### src/hdl/i2c_timing_pkg.sv
package i2c_timing_pkg;

    // ----------------------------------------------------------------
    // Register map (byte addresses)
    // ----------------------------------------------------------------
    localparam logic [7:0] OFS_CONTROL = 8'h20;
    localparam logic [7:0] OFS_SECOND_ADDR = 8'h0C;
    localparam logic [7:0] OFS_BUS_TIMING = 8'h10;
    localparam logic [7:0] OFS_BUS_TIMEOUT = 8'h14;
    localparam logic [7:0] OFS_ERROR_STATUS = 8'h24;

    localparam logic [31:0] RESET_CONTROL = 32'h0000_0000;
    localparam logic [31:0] RESET_SECOND_ADDR = 32'h0000_0000;
    localparam logic [31:0] RESET_BUS_TIMING = 32'h0000_0000;
    localparam logic [31:0] RESET_BUS_TIMEOUT = 32'h0000_0000;

    // ----------------------------------------------------------------
    // Field positions
    // ----------------------------------------------------------------
    localparam int CTRL_PERIPHERAL_ENABLE = 0;
    localparam int ADDR_VALUE_LSB = 1;
    localparam int ADDR_MASK_LSB = 8;
    localparam int ADDR_ENABLE_BIT = 15;
    localparam int TIM_LOW_LSB = 0;
    localparam int TIM_HIGH_LSB = 8;
    localparam int TIM_HOLD_LSB = 16;
    localparam int TIM_SETUP_LSB = 20;
    localparam int TIM_PSC_LSB = 28;
    localparam int TO_A_LSB = 0;
    localparam int TO_IDLE_BIT = 12;
    localparam int TO_CLK_ENABLE_BIT = 15;
    localparam int TO_B_LSB = 16;
    localparam int TO_EXT_ENABLE_BIT = 31;
    localparam int STAT_TIMEOUT_A_BIT = 0;
    localparam int STAT_EXTENSION_BIT = 1;

    // Writable bits of each register
    localparam logic [31:0] WMASK_CONTROL = 32'h0000_0001;
    localparam logic [31:0] WMASK_SECOND_ADDR = 32'h0000_80FE;
    localparam logic [31:0] WMASK_ADDR_MASK_FIELD = 32'h0000_0700;
    localparam logic [31:0] WMASK_BUS_TIMING = 32'hF0FF_FFFF;
    localparam logic [31:0] WMASK_TO_A_FIELDS = 32'h0000_1FFF;
    localparam logic [31:0] WMASK_TO_CLK_ENABLE = 32'h0000_8000;
    localparam logic [31:0] WMASK_TO_B_FIELD = 32'h0FFF_0000;
    localparam logic [31:0] WMASK_TO_EXT_ENABLE = 32'h8000_0000;

    // ----------------------------------------------------------------
    // Timing units and codes
    // ----------------------------------------------------------------
    localparam int LOW_TIMEOUT_UNIT = 2048;
    localparam int IDLE_TIMEOUT_UNIT = 4;
    localparam int EXTENSION_UNIT = 2048;
    localparam logic [2:0] MASK_NO_COMPARE = 3'h7;
    localparam logic [1:0] RESP_OKAY = 2'h0;
    localparam logic [1:0] RESP_SLAVE_ERROR = 2'h2;

    // ----------------------------------------------------------------
    // Carriers
    // ----------------------------------------------------------------
    typedef struct packed {
        logic valid;
        logic [6:0] addr;
    } addrRequest_t;

    typedef struct packed {
        logic ack;
        logic nack;
    } addrAnswer_t;

    typedef enum logic [1:0] {
        SCL_IDLE,
        SCL_LOW,
        SCL_HIGH
    } sclPhase_t;

endpackage

### src/hdl/second_own_address_timing_timeout.sv
// Added by the designer: register access over Avalon-MM.
`timescale 1ns/1ps
module second_own_address_timing_timeout
    import i2c_timing_pkg::*;
#(
    parameter int LOW_UNIT = LOW_TIMEOUT_UNIT,
    parameter int IDLE_UNIT = IDLE_TIMEOUT_UNIT,
    parameter int EXT_UNIT = EXTENSION_UNIT
) (
    input wire logic clk, // Kernel clock, 20 MHz
    input wire logic rst_n, // Synchronous reset
    input wire logic [7:0] address, // Avalon byte address
    input wire logic read, // Avalon read
    input wire logic write, // Avalon write
    input wire logic [31:0] writedata, // Avalon write data
    input wire logic [3:0] byteenable, // Avalon byte lanes
    output logic [31:0] readdata, // Avalon read data
    output logic [1:0] response, // Avalon response
    output logic waitrequest, // Avalon wait
    input wire addrRequest_t addrReq, // Received address, one-cycle valid
    output addrAnswer_t addrAnswer, // Ack or nack pulse for second address
    input wire logic masterRun, // Master wants SCL clocking
    input wire logic masterMode, // Device acting as master
    input wire logic slaveStretch, // Slave logic holding SCL low
    input wire logic frameActive, // Transfer in progress
    input wire logic sclIn, // SCL wire level
    input wire logic sdaIn, // SDA wire level
    output logic sclOe_n, // Low while driving SCL low
    output logic sdaUpdate, // Pulse: SDA may change now
    output logic peripheralEnable, // Peripheral enable level
    output logic timeoutError // Any sticky timeout flag
);

    if (LOW_UNIT < 2 || LOW_UNIT > 2048 || IDLE_UNIT < 2 || IDLE_UNIT > 2048
        || EXT_UNIT < 2 || EXT_UNIT > 2048) begin
        $error("Timeout units must lie in 2..2048");
    end

    // ------------------------------------------------------------------
    // State
    // ------------------------------------------------------------------
    typedef struct packed {
        logic [31:0] control;
        logic [31:0] secondAddr;
        logic [31:0] busTiming;
        logic [31:0] busTimeout;
        logic flagA;
        logic flagB;
        logic waitReq;
        logic [31:0] rdata;
        logic [1:0] resp;
        addrAnswer_t answer;
        logic [3:0] pscCnt;
        sclPhase_t phase;
        logic [8:0] phaseCnt;
        logic [3:0] holdCnt;
        logic [4:0] setupCnt;
        logic updated;
        logic sclDrive;
        logic sdaPulse;
        logic [10:0] aUnit;
        logic [11:0] aBlock;
        logic aDone;
        logic [10:0] bUnit;
        logic [11:0] bBlock;
        logic bDone;
    } state_t;

    localparam state_t STATE_RESET = '{
        control: RESET_CONTROL,
        secondAddr: RESET_SECOND_ADDR,
        busTiming: RESET_BUS_TIMING,
        busTimeout: RESET_BUS_TIMEOUT,
        waitReq: 1'b1,
        phase: SCL_IDLE,
        default: '0
    };

    localparam logic [10:0] LOW_LAST = 11'(LOW_UNIT - 1);
    localparam logic [10:0] IDLE_LAST = 11'(IDLE_UNIT - 1);
    localparam logic [10:0] EXT_LAST = 11'(EXT_UNIT - 1);

    state_t st;
    state_t next_st;

    // ------------------------------------------------------------------
    // Helpers
    // ------------------------------------------------------------------
    function automatic logic [31:0] merge(input logic [31:0] old, input logic [31:0] data,
                                          input logic [3:0] be, input logic [31:0] wmask);
        logic [31:0] m;
        m = {{8{be[3]}}, {8{be[2]}}, {8{be[1]}}, {8{be[0]}}} & wmask;
        return (old & ~m) | (data & m);
    endfunction

    function automatic logic addrMatches(input logic [6:0] rx, input logic [6:0] own,
                                         input logic [2:0] code);
        logic [6:0] care;
        logic reserved;
        care = 7'h7F << code;
        reserved = (rx[6:3] == 4'h0) || (rx[6:3] == 4'hF);
        if (code != 3'h0 && reserved) begin
            return 1'b0;
        end
        if (code == MASK_NO_COMPARE) begin
            return 1'b1;
        end
        return ((rx ^ own) & care) == 7'h00;
    endfunction

    // Compares unit and block counts; true when the final block of the limit ends
    function automatic logic blockStep(input logic [10:0] unit, input logic [11:0] blk,
                                       input logic [10:0] last, input logic [11:0] limit);
        return (unit == last) && (blk == limit);
    endfunction

    // ------------------------------------------------------------------
    // Next state
    // ------------------------------------------------------------------
    logic en;
    logic tick;
    logic busReq;
    logic wrAccept;
    logic sdaDone;
    logic [6:0] ownAddr;
    logic [2:0] maskCode;
    logic [7:0] lowCount;
    logic [7:0] highCount;
    logic [3:0] holdCount;
    logic [3:0] setupCount;
    logic [3:0] prescaler;
    logic [11:0] limitA;
    logic [11:0] limitB;
    logic idleSel;
    logic clock_timeout_enable;
    logic extToEn;
    logic condA;
    logic condB;
    logic [10:0] lastA;
    logic [31:0] clearMask;

    always_comb begin
        next_st = st;
        en = st.control[CTRL_PERIPHERAL_ENABLE];
        ownAddr = st.secondAddr[ADDR_VALUE_LSB +: 7];
        maskCode = st.secondAddr[ADDR_MASK_LSB +: 3];
        lowCount = st.busTiming[TIM_LOW_LSB +: 8];
        highCount = st.busTiming[TIM_HIGH_LSB +: 8];
        holdCount = st.busTiming[TIM_HOLD_LSB +: 4];
        setupCount = st.busTiming[TIM_SETUP_LSB +: 4];
        prescaler = st.busTiming[TIM_PSC_LSB +: 4];
        limitA = st.busTimeout[TO_A_LSB +: 12];
        idleSel = st.busTimeout[TO_IDLE_BIT];
        clock_timeout_enable = st.busTimeout[TO_CLK_ENABLE_BIT];
        limitB = st.busTimeout[TO_B_LSB +: 12];
        extToEn = st.busTimeout[TO_EXT_ENABLE_BIT];
        busReq = read || write;
        wrAccept = write && !st.waitReq;
        clearMask = '0;

        // --------------------------------------------------------------
        // Avalon slave: one wait cycle, then answer
        // --------------------------------------------------------------
        next_st.waitReq = !(busReq && st.waitReq);
        if (busReq && st.waitReq) begin
            next_st.resp = RESP_OKAY;
            unique case (address)
                OFS_CONTROL: next_st.rdata = st.control;
                OFS_SECOND_ADDR: next_st.rdata = st.secondAddr;
                OFS_BUS_TIMING: next_st.rdata = st.busTiming;
                OFS_BUS_TIMEOUT: next_st.rdata = st.busTimeout;
                OFS_ERROR_STATUS: begin
                    next_st.rdata = '0;
                    next_st.rdata[STAT_TIMEOUT_A_BIT] = st.flagA;
                    next_st.rdata[STAT_EXTENSION_BIT] = st.flagB;
                end
                default: begin
                    next_st.rdata = '0;
                    next_st.resp = RESP_SLAVE_ERROR;
                end
            endcase
        end
        if (wrAccept) begin
            unique case (address)
                OFS_CONTROL: begin
                    next_st.control = merge(st.control, writedata, byteenable, WMASK_CONTROL);
                end
                OFS_SECOND_ADDR: begin
                    next_st.secondAddr = merge(st.secondAddr, writedata, byteenable,
                        st.secondAddr[ADDR_ENABLE_BIT] ? WMASK_SECOND_ADDR
                        : (WMASK_SECOND_ADDR | WMASK_ADDR_MASK_FIELD));
                end
                OFS_BUS_TIMING: begin
                    if (!en) begin
                        next_st.busTiming = merge(st.busTiming, writedata, byteenable,
                            WMASK_BUS_TIMING);
                    end
                end
                OFS_BUS_TIMEOUT: begin
                    next_st.busTimeout = merge(st.busTimeout, writedata, byteenable,
                        WMASK_TO_CLK_ENABLE | WMASK_TO_EXT_ENABLE
                        | (clock_timeout_enable ? 32'h0000_0000 : WMASK_TO_A_FIELDS)
                        | (extToEn ? 32'h0000_0000 : WMASK_TO_B_FIELD));
                end
                OFS_ERROR_STATUS: begin
                    clearMask = writedata & {{8{byteenable[3]}}, {8{byteenable[2]}},
                        {8{byteenable[1]}}, {8{byteenable[0]}}};
                end
                default: begin
                end
            endcase
        end

        // --------------------------------------------------------------
        // Second own address match
        // --------------------------------------------------------------
        next_st.answer = '0;
        if (en && addrReq.valid && addrMatches(addrReq.addr, ownAddr, maskCode)) begin
            next_st.answer.ack = st.secondAddr[ADDR_ENABLE_BIT];
            next_st.answer.nack = !st.secondAddr[ADDR_ENABLE_BIT];
        end

        // --------------------------------------------------------------
        // Timing tick and master SCL generator
        // --------------------------------------------------------------
        tick = en && (st.pscCnt == prescaler);
        next_st.pscCnt = tick ? 4'h0 : st.pscCnt + 4'h1;
        next_st.sdaPulse = 1'b0;
        sdaDone = st.updated && (st.setupCnt == 5'(setupCount) + 5'h01);
        unique case (st.phase)
            SCL_IDLE: begin
                next_st.sclDrive = 1'b0;
                if (masterRun) begin
                    next_st.phase = SCL_LOW;
                    next_st.sclDrive = 1'b1;
                    next_st.phaseCnt = '0;
                    next_st.holdCnt = '0;
                    next_st.setupCnt = '0;
                    next_st.updated = 1'b0;
                end
            end
            SCL_LOW: begin
                if (tick && st.phaseCnt <= 9'(lowCount)) begin
                    next_st.phaseCnt = st.phaseCnt + 9'h001;
                end
                if (!st.updated) begin
                    if (st.holdCnt == holdCount) begin
                        next_st.updated = 1'b1;
                        next_st.sdaPulse = 1'b1;
                    end else if (tick) begin
                        next_st.holdCnt = st.holdCnt + 4'h1;
                    end
                end else if (tick && !sdaDone) begin
                    next_st.setupCnt = st.setupCnt + 5'h01;
                end
                if (st.phaseCnt == 9'(lowCount) + 9'h001 && sdaDone) begin
                    next_st.phase = SCL_HIGH;
                    next_st.sclDrive = 1'b0;
                    next_st.phaseCnt = '0;
                end
            end
            SCL_HIGH: begin
                // High time counts only once the wire is really high
                if (tick && sclIn) begin
                    next_st.phaseCnt = st.phaseCnt + 9'h001;
                end
                if (st.phaseCnt == 9'(highCount) + 9'h001) begin
                    next_st.phase = masterRun ? SCL_LOW : SCL_IDLE;
                    next_st.sclDrive = masterRun;
                    next_st.phaseCnt = '0;
                    next_st.holdCnt = '0;
                    next_st.setupCnt = '0;
                    next_st.updated = 1'b0;
                end
            end
            default: begin
                next_st.phase = SCL_IDLE;
            end
        endcase

        // --------------------------------------------------------------
        // Timeout A: SCL low or bus idle
        // --------------------------------------------------------------
        condA = clock_timeout_enable && (idleSel ? (sclIn && sdaIn) : !sclIn);
        lastA = idleSel ? IDLE_LAST : LOW_LAST;
        if (!condA) begin
            next_st.aUnit = '0;
            next_st.aBlock = '0;
            next_st.aDone = 1'b0;
        end else if (!st.aDone) begin
            if (blockStep(st.aUnit, st.aBlock, lastA, limitA)) begin
                next_st.aDone = 1'b1;
            end else if (st.aUnit == lastA) begin
                next_st.aUnit = '0;
                next_st.aBlock = st.aBlock + 12'h001;
            end else begin
                next_st.aUnit = st.aUnit + 11'h001;
            end
        end

        // --------------------------------------------------------------
        // Timeout B: accumulated clock-low extension per frame
        // --------------------------------------------------------------
        condB = masterMode ? st.sclDrive : slaveStretch;
        if (!frameActive || !extToEn) begin
            next_st.bUnit = '0;
            next_st.bBlock = '0;
            next_st.bDone = 1'b0;
        end else if (condB && !st.bDone) begin
            if (blockStep(st.bUnit, st.bBlock, EXT_LAST, limitB)) begin
                next_st.bDone = 1'b1;
            end else if (st.bUnit == EXT_LAST) begin
                next_st.bUnit = '0;
                next_st.bBlock = st.bBlock + 12'h001;
            end else begin
                next_st.bUnit = st.bUnit + 11'h001;
            end
        end

        // --------------------------------------------------------------
        // Sticky flags: hardware set wins over software clear
        // --------------------------------------------------------------
        next_st.flagA = (st.flagA && !clearMask[STAT_TIMEOUT_A_BIT])
            || (next_st.aDone && !st.aDone);
        next_st.flagB = (st.flagB && !clearMask[STAT_EXTENSION_BIT])
            || (next_st.bDone && !st.bDone);

        // --------------------------------------------------------------
        // Disabled peripheral holds all counters clear
        // --------------------------------------------------------------
        if (!en) begin
            next_st.pscCnt = '0;
            next_st.phase = SCL_IDLE;
            next_st.phaseCnt = '0;
            next_st.holdCnt = '0;
            next_st.setupCnt = '0;
            next_st.updated = 1'b0;
            next_st.sclDrive = 1'b0;
            next_st.sdaPulse = 1'b0;
            next_st.aUnit = '0;
            next_st.aBlock = '0;
            next_st.aDone = 1'b0;
            next_st.bUnit = '0;
            next_st.bBlock = '0;
            next_st.bDone = 1'b0;
        end
    end

    // ------------------------------------------------------------------
    // Registers
    // ------------------------------------------------------------------
    always_ff @(posedge clk) begin
        if (!rst_n) begin
            st <= STATE_RESET;
        end else begin
            st <= next_st;
        end
    end

    // ------------------------------------------------------------------
    // Outputs
    // ------------------------------------------------------------------
    assign readdata = st.rdata;
    assign response = st.resp;
    assign waitrequest = st.waitReq;
    assign addrAnswer = st.answer;
    assign sclOe_n = !st.sclDrive;
    assign sdaUpdate = st.sdaPulse;
    assign peripheralEnable = st.control[CTRL_PERIPHERAL_ENABLE];
    assign timeoutError = st.flagA || st.flagB;

endmodule

### config.mk
export PLATFORM = sky130hd
export DESIGN_NAME = second_own_address_timing_timeout
export DESIGN_NICKNAME = d
export VERILOG_FILES = /design/src/hdl/i2c_timing_pkg.sv /design/src/hdl/second_own_address_timing_timeout.sv
export SDC_FILE = /design/constraint.sdc
export NUM_CORES = 1
export LEC_CHECK = 0
export ABC_AREA = 1
export BUFFER_PORTS_ARGS = -buffer_cell sky130_fd_sc_hd__buf_2
export CAP_MARGIN = 20
export CORE_MARGIN = 4
export CORE_UTILIZATION = 56
export CTS_BUF_LIST = sky130_fd_sc_hd__clkbuf_4
export CTS_CLUSTER_DIAMETER = 80
export CTS_CLUSTER_SIZE = 12
export DETAILED_ROUTE_END_ITERATION = 16
export GPL_TIMING_DRIVEN = 0
export PLACE_DENSITY = 0.79
export SLEW_MARGIN = 30
export SYNTH_ARGS = -nofsm -noshare
export SYNTH_HDL_FRONTEND = slang
export SYNTH_SLANG_ARGS = --single-unit
### constraint.sdc
create_clock -name clk -period 1.8 [get_ports clk]
set_input_delay 0.27 -clock clk [delete_from_list [all_inputs] [get_ports clk]]
set_output_delay 0.27 -clock clk [all_outputs]
set_load 0.005 [all_outputs]
======== Yosys cells after proc, flatten, opt, wreduce, memory -nomap -nowiden ========
Index checks and enable logic that the tools add are counted.
word-level totals
  register bits after elaboration ......... 242
  output and inout bits ................... 41
  word-level logic and storage cells ...... 199
cells by class
  multiplexer cells ....................... 41
  equality and inequality tests ........... 28
  shift-type cells ........................ 1
  order comparisons ....................... 1
  reductions and logical operators ........ 64
  add/sub/neg operators ................... 11
  bitwise operators ....................... 28
operator list
  cell                   number
  $and 32x32->32         8
  $pmux 32 s5            1
  $or 32x32->32          4
  $not 32->32            3
  $pmux 20 s3            1
  $mux 11                5
  $mux 22                2
  $and 32x1->32          1
  $and 32x16->32         1
  $not 1->32             1
  $or 32x28->32          1
  $mux 28                1
  $add 12x1->12 const B  2
  $eq 12x12->1           2
  $add 11x1->11 const B  2
  $reduce_and 3->1       7
  $logic_and 1x1->1      20
  $mux 1                 19
  $add 8x1->9 const B    2
  $eq 9x9->1             2
  $mux 9                 2
  $eq 8x5->1 const B     2
  $eq 8x6->1 const B     2
  $ne 2x2->1 const B     8
  other kinds (38)       75

======== Longest topological paths before layout ========
Gate-level depths: netlist of the first run.
  depth in word-level cells ............... 9
  gate-level depth with buffers ........... 19
  mapped depth without buffers ............ 19

======== Worst setup path after synthesis of the first run ========
Ideal clock, no wire load.
  path type ............................... register -> register
  start point ............................. reg with a tool-made name
  end point ............................... reg st[69] (netlist name)
  path buffers ............................ 1
  arrival ................................. 1.699 ns
  setup time .............................. 0.132 ns
  clock period less this slack ............ 1.832 ns
  required time ........................... 1.668 ns
  path slack .............................. -0.032 ns
  cell stages (with the launch flop) ...... 14
  path through ............................ dfxtp_1 > ha_1 > or2_2 > nand2_1 > o21ai_0 > inv_1 > nand2_1 > nor2_2 > nand3_2 > nand2_2 > nand2_2 > buf_6 > o21ai_1 > a21oi_1
RTL lines
  what                  RTL line                                  RTL
  end signal, assigned  second_own_address_timing_timeout.sv:356  st <= next_st;
  end, declared         second_own_address_timing_timeout.sv:83   state_t st;

==> results of run 1 <==
tightest hold or removal path: stages:
cell	delay [ns]
sky130_fd_sc_hd__buf_2	0.12
sky130_fd_sc_hd__nand3_1	0.08
sky130_fd_sc_hd__nand2_1	0.06
sky130_fd_sc_hd__a21oi_1	0.06
synthesized netlist by cell type, drive strengths merged (2+ instances only):
master   instances  area, µm²
nand2          325       1280
dfxtp          180       3600
inv            163        612
nor2           157        637
a21oi          141        709
nand3           79        425
o21ai           74        370
buf             65        472
nor3            49        262
xnor2           46        403
nand4           43        275
xor2            33        289
a211oi          25        193
clkbuf          24       91.3
ha              23        288
nor4            15        130
o211ai          10       75.1
or2              4       25.0
o21a             3       22.5
o22ai            3       18.8
nand3b           2       15.0
o2111ai          2       17.5
routing by layer:
layer,part of all wire (%),vias up
met5,0,-
met4,4.1,0
met3,7.6,135
met2,48,535
met1,41,5063
li1,-,5244
worst paths after layout:
path,slack [ns],startpoint,cells after the start,end
worst max-delay path,-0.30,flip-flop,15,st[70]
worst min-delay path,0.03,writedata[1],4,st[112]
worst max register to register,-0.30,flip-flop,15,st[70]
worst min register to register,0.48,readdata[4],2,readdata[4]
per-stage QoR:
stage | util (%) | instance area [µm²] | setup WS (ns)
after floorplan | - | 10300 | -0.00591
after global placement | 61.7 | 11100 | -0.412
after detailed placement | 61.7 | 11100 | -0.451
after CTS | 67.8 | 12200 | -0.218
after global routing | 71.7 | 12900 | -0.409
final | 71.7 | 12900 | -0.304
logic make-up after synthesis:
logic type                 synth area share [%]
adders and majority gates                  2.80
other                                    0.0365
AOI/OAI and AO/OA                          14.2
DFF                                        35.0
buffers and inverters                      11.5
and+or+nand+nor                            29.8
xor gates and xnor gates                   6.73
cell type report:
cell class	instances	area, µm²	area share, %
Buffer	84	601	4.64
Antenna cell	1	2.50	0.0194
Clock inverter	14	103	0.793
Inverter	164	631	4.88
Clock buffer	18	135	1.05
Timing Repair Buffer	192	1360	10.5
Tap cell	229	287	2.22
Sequential cell	180	3660	28.3
Multi-Input combinational cell	1043	6150	47.6
power by group through the flow:
stage	Clock, mW	Combinational, mW	Sequential, mW
2_1_floorplan	0	0.193	4.09
3_3_place_gp	0	0.363	4.09
3_5_place_dp	0	0.366	4.09
6_report	2.10	0.496	4.00
5_1_grt	2.25	0.528	4.00
4_1_cts	2.09	0.441	4.00
repair_timing:
item / in CTS / in global routing
resized for setup: 89 / 145
hold buffers: 30 / 0
endpoints found under the setup margin: 97 / 115
gates cloned: 4 / 3
hold endpoints to repair: 42 / 0
setup buffers: 36 / 20
pin swaps: 45 / 55
==> qor.yml, run 1 <==
p_sw_share_pct: 27.7
failing_checks: "setup timing"
netlist_area_mm2: 0.0103
switching_power_mw: 1.82
syn_area_per_cell_um2: 6.97
slowest_delay_ns: 0.37
cts-htree-levels: 4
final_critical_path_setup_slack_ns: -0.304
maximum_number_of_pins_on_one_net_before_global_route_repair: 17
static-leakage-power_nw: 5.21
worst_slew_pin_slew_ns: 0.595
skew_ns: 0.0337
layout_common_cells: "sky130_fd_sc_hd__nand2_1 (277), sky130_fd_sc_hd__dfxtp_1 (151), sky130_fd_sc_hd__inv_1 (139)"
hold_ws_ns: 0.0318
synth-seq-cells: 180
intPower_mw: 4.77
min_period_over_period_pct: 117
worst_skew_late_latency_ns: 0.61
rsz0062_at_grt: "true"
critical_path.max_fanout: 5
layout.nets: 1767
totalPowerFinal_mw: 6.59
clock_tree.buffer_depth: 2
timing.critical_path.required_ns: 2.26
irDropWorstVdd_mv: 0.482
first_iter_violations: 1119
portion_of_total_power_attributed_to_sequential_cells_pct: 60.6
fin_tns_setup_ns: -7.86
grt_util_all_layers_pct: 29.5
worstPathBufferInverterCount: 2
hold_path_class: "input port to flip-flop"
start_util_pct: 57.0
drt_drc_violations_left: 0
dieHeight_um: 144
area_delta_synth_final_pct: 25.7
grt_most_used_layer: "met2"
place_congestion: 0.918
cp.arrival_ns: 2.57
grtUsageMet1_pct: 39.0
clk_pin_slew_worst_paths_ns: 0.18
gr-usage-met2_pct: 48.5
final_cell_count_no_fill: 1925
num-fill-cells: 1373
wire_per_inst_um: 17.0
critPathTopFamily: "simple AND/OR/NAND/NOR gates"
asyncSetResetFlopFracSynth_pct: 0
netlist-cell-type-count: 49
cts_tree: "yes"
clock_sink_count: 180
grt_pass1_wl_mm: 48.8
power.density_mw_per_mm2: 510
max_cap_viol_count: 0
grt_overflow_total: 0
synthesis.yosys.warnings: 0
most_common_flop_cell_mapped_by_yosys: "sky130_fd_sc_hd__dfxtp_1"
die_w_um: 144
pin_count: 103
outcome: "finished, violations left"
setup.worst_path.class: "flip-flop to flip-flop"
design.die.area_mm2: 0.0206
detail_route.first_pass.iterations: 7
synth_sequential_area_ratio_pct: 35.0
cts_root_buf: "sky130_fd_sc_hd__clkbuf_4"
placement.io_buffers: 101
critical_path.slowest_cell: "sky130_fd_sc_hd__dfxtp_2"
detailroute.via_count: 10977
vias_in_the_first_global_route: 9892
core-area_mm2: 0.0180
std_cell_rows: 49
setup_viol: 58
worst_slew_margin_rel_pct: 60.4
total_clock_buffers_created_by_cts: 17
synth-edff-count: 0
commonest_non_fill_non_tap_cell_in_the_layout: "sky130_fd_sc_hd__nand2_1"
timing.critical_path.cells: "ha_4 > inv_2 > nand2_1 > nand2_1 > nor2_1 > nand3_1 > nor2_4 > nand2_2 > nor2_4 > nand3_4 > nand2_4 > nand2_4 > buf_6 > o21ai_2 > a21oi_1"
initial_antenna_violation_count: 1
drt_wl_total_mm: 32.8
layout_min_cycle_time_ns: 2.10
post_route_cells_drive_above_1_share_pct: 26.8
syn_inst: 1475
antenna_violating_nets_left: 0
dp_hpwl_mm: 22.1
clock_power_share_pct: 31.8
share_comb_of_total_power_pct: 7.5
setup.worst_path.end_class: "flip-flop"
hold_viol: 0
detail_route.vias_per_cell: 5.70
placed_cells_incl_taps: 1805
grtUsageMet3_pct: 4.86
fmaxAchievable_ghz: 0.475
syn_nets: 1560
final-max-slew-violation-count: 0
critPathLaunchType: "flip-flop"
(Power assumes the default switching activity.)
==> run 2, diff against run 1 <==
--- a/config.mk
+++ b/config.mk
@@ -16,6 +16,7 @@
 export DETAILED_ROUTE_END_ITERATION = 16
 export GPL_TIMING_DRIVEN = 0
 export PLACE_DENSITY = 0.79
+export SETUP_SLACK_MARGIN = 0.02
 export SLEW_MARGIN = 30
 export SYNTH_ARGS = -nofsm -noshare
 export SYNTH_HDL_FRONTEND = slang
==> run 2 against run 1 <==
- the run still ends with setup timing left
- global-route usage is 0.96 points higher
- final cell count is 0.31% higher
- clock power is 9.5% higher
- core utilization is 1.6 points higher
- via count is 3.5% higher
- non-clock buffer count is 4 higher
- setup slack worse by 0.028 ns
- hold slack worse by 0.010 ns
- clock skew is 0.0053 ns lower
- combinational power is 9.5% higher
- wire length is 6.1% higher
- sequential share of layout area is 0.56 points lower
- largest cell class unchanged
- largest power group unchanged
- highest routed layer unchanged
==> qor.yml, run 2 (synthesis gave the netlist of run 1 again) <==
hold_viol: 0
pin_count: 103
drt_drc_violations_left: 0
failing_checks: "setup timing"
critical_path.max_fanout: 5
std_cell_rows: 49
postLayoutCoreUtil_pct: 73.4
irDropWorstVdd_mv: 0.414
detail_route.first_pass.iterations: 6
detail_route.vias_per_cell: 5.88
area_delta_synth_final_pct: 28.6
total_clock_buffers_created_by_cts: 17
layout.nets: 1773
vias_in_the_first_global_route: 10029
cts-htree-levels: 4
clock_tree.buffer_depth: 2
design.die.area_mm2: 0.0206
r2r.worst_path.cells: 14
wire_per_inst_um: 18.0
placement.io_buffers: 101
worstHoldEndpoint: "st[69]"
max_cap_viol_count: 0
antenna_violating_nets_left: 0
setup_viol: 57
totalPowerFinal_mw: 6.84
setup.worst_path.end_class: "flip-flop"
drt_wl_total_mm: 34.8
maximum_number_of_pins_on_one_net_before_global_route_repair: 19
worst_slew_pin_slew_ns: 0.787
min_period_over_period_pct: 118
die_w_um: 144
layout_common_cells: "sky130_fd_sc_hd__nand2_1 (261), sky130_fd_sc_hd__dfxtp_1 (146), sky130_fd_sc_hd__inv_1 (136)"
cts_root_buf: "sky130_fd_sc_hd__clkbuf_4"
power.density_mw_per_mm2: 517
worst_skew_late_latency_ns: 0.62
dieHeight_um: 144
place_congestion: 0.947
dp_hpwl_mm: 22.1
layout_min_cycle_time_ns: 2.13
initial_antenna_violation_count: 1
start_util_pct: 57.0
setup.worst_path.class: "flip-flop to flip-flop"
cp.arrival_ns: 2.66
outcome: "finished, violations left"
reg2reg_setup_slack_ns: -0.33
final_critical_path_setup_slack_ns: -0.332
timing.critical_path.required_ns: 2.33
skew_ns: 0.0283
final-max-slew-violation-count: 0
clock_sink_count: 180
static-leakage-power_nw: 5.25
core-area_mm2: 0.0180
commonest_non_fill_non_tap_cell_in_the_layout: "sky130_fd_sc_hd__nand2_1"
worst_r2r_endpoint: "st[67]"
hold_path_class: "input port to flip-flop"
worst_slew_margin_rel_pct: 47.6
num-fill-cells: 1294
grt_overflow_total: 0
whs_path_depth: 5
grt_pass1_wl_mm: 49.8
post_route_cells_drive_above_1_share_pct: 29.6
critPathLaunchType: "flip-flop"
hold_path.startpoint: "masterRun"
fmaxAchievable_ghz: 0.469
first_iter_violations: 1258
cts_tree: "yes"
rsz0062_at_grt: "true"
clk_pin_slew_worst_paths_ns: 0.18
dp_worst_setup_slack_ns: -0.591
detailroute.via_count: 11357
grt_util_all_layers_pct: 30.4
-- run 2: changes by cell type in the layout (fill, tap and decap cells not counted), moves of 3 or more --
cell                       delta
sky130_fd_sc_hd__a21oi_1     -17
sky130_fd_sc_hd__a21oi_2     +16
sky130_fd_sc_hd__nand2_1     -16
sky130_fd_sc_hd__nand2_2     +15
sky130_fd_sc_hd__nand3_1      -6
sky130_fd_sc_hd__dfxtp_1      -5
sky130_fd_sc_hd__dfxtp_2      +4
sky130_fd_sc_hd__inv_8        +4
sky130_fd_sc_hd__clkbuf_1     +3
sky130_fd_sc_hd__inv_1        -3
sky130_fd_sc_hd__nand3_2      +3
sky130_fd_sc_hd__nand3_4      +3
-- run 2: where the power goes --
group | total [mW] | internal [mW] | switching [mW]
clock network | 2.30 | 0.630 | 1.67
logic | 0.543 | 0.225 | 0.318
registers | 3.99 | 3.99 | 0.00886
total | 6.84 | 4.84 | 2.00
-- run 2: worst max-delay path by stage --
stage	from	to	slack, ns	cells past startpoint
final	flip-flop	st[67]	-0.33	14
after global placement	write	flip-flop	-0.51	9
after detailed placement	write	flip-flop	-0.59	9
after CTS	flip-flop	st[70]	-0.17	15
after global routing	flip-flop	st[63]	-0.38	15
after floorplan	flip-flop	st[70]	-0.006	15
-- run 2: timing repair --
item	4_1_cts	5_1_grt
setup buffers	42	16
endpoints found under the setup margin	101	121
hold endpoints to repair	56	0
gates cloned	7	3
resized for setup	113	168
hold buffers	32	0
pin swaps	39	61
-- run 2: worst max-delay path, stage by stage, from the launching register on --
cell                      delay (ns)
sky130_fd_sc_hd__dfxtp_1        0.45
sky130_fd_sc_hd__inv_1          0.17
sky130_fd_sc_hd__nand2_1        0.14
sky130_fd_sc_hd__nand3_1        0.12
sky130_fd_sc_hd__nand2_1        0.09
sky130_fd_sc_hd__nand2_1        0.08
sky130_fd_sc_hd__nor2_2         0.16
sky130_fd_sc_hd__nand2_1        0.09
sky130_fd_sc_hd__nor2_2         0.10
sky130_fd_sc_hd__nand3_2        0.11
sky130_fd_sc_hd__nand2_2        0.12
sky130_fd_sc_hd__nand2_4        0.07
sky130_fd_sc_hd__buf_2          0.17
sky130_fd_sc_hd__a21oi_1        0.13
sky130_fd_sc_hd__nor2_1         0.05
-- run 2: stage by stage --
step	hold slack [ns]	instances	setup TNS, ns	instance area [µm²]
floorplan	0.405	1475	-0.00591	10300
global placement	0.453	1805	-30.47	11100
detailed placement	0.453	1805	-33.15	11100
CTS	0.00609	1917	-3.35	12500
global route	0.0359	1931	-15.51	13200
finish	0.0216	1931	-10.43	13200
-- run 2: area by class of cell --
class | instances | area [µm²] | area share (%)
Inverter | 164 | 637 | 4.82
Clock inverter | 14 | 136 | 1.03
Timing Repair inverter | 1 | 11.3 | 0.0852
Timing Repair Buffer | 196 | 1440 | 10.9
Clock buffer | 18 | 135 | 1.02
Antenna cell | 1 | 2.50 | 0.0189
Sequential cell | 180 | 3670 | 27.7
Multi-Input combinational cell | 1044 | 6320 | 47.8
Tap cell | 229 | 287 | 2.17
Buffer | 84 | 589 | 4.46
-- run 2: layer usage --
layer  global-route usage (%)  vias up  part of all wire, %
met5                        0        -                    0
met2                     48.3      689                   46
li1                         -     5258                    -
met4                     16.8        0                  5.6
met1                     39.5     5234                   39
met3                     4.89      176                  9.1
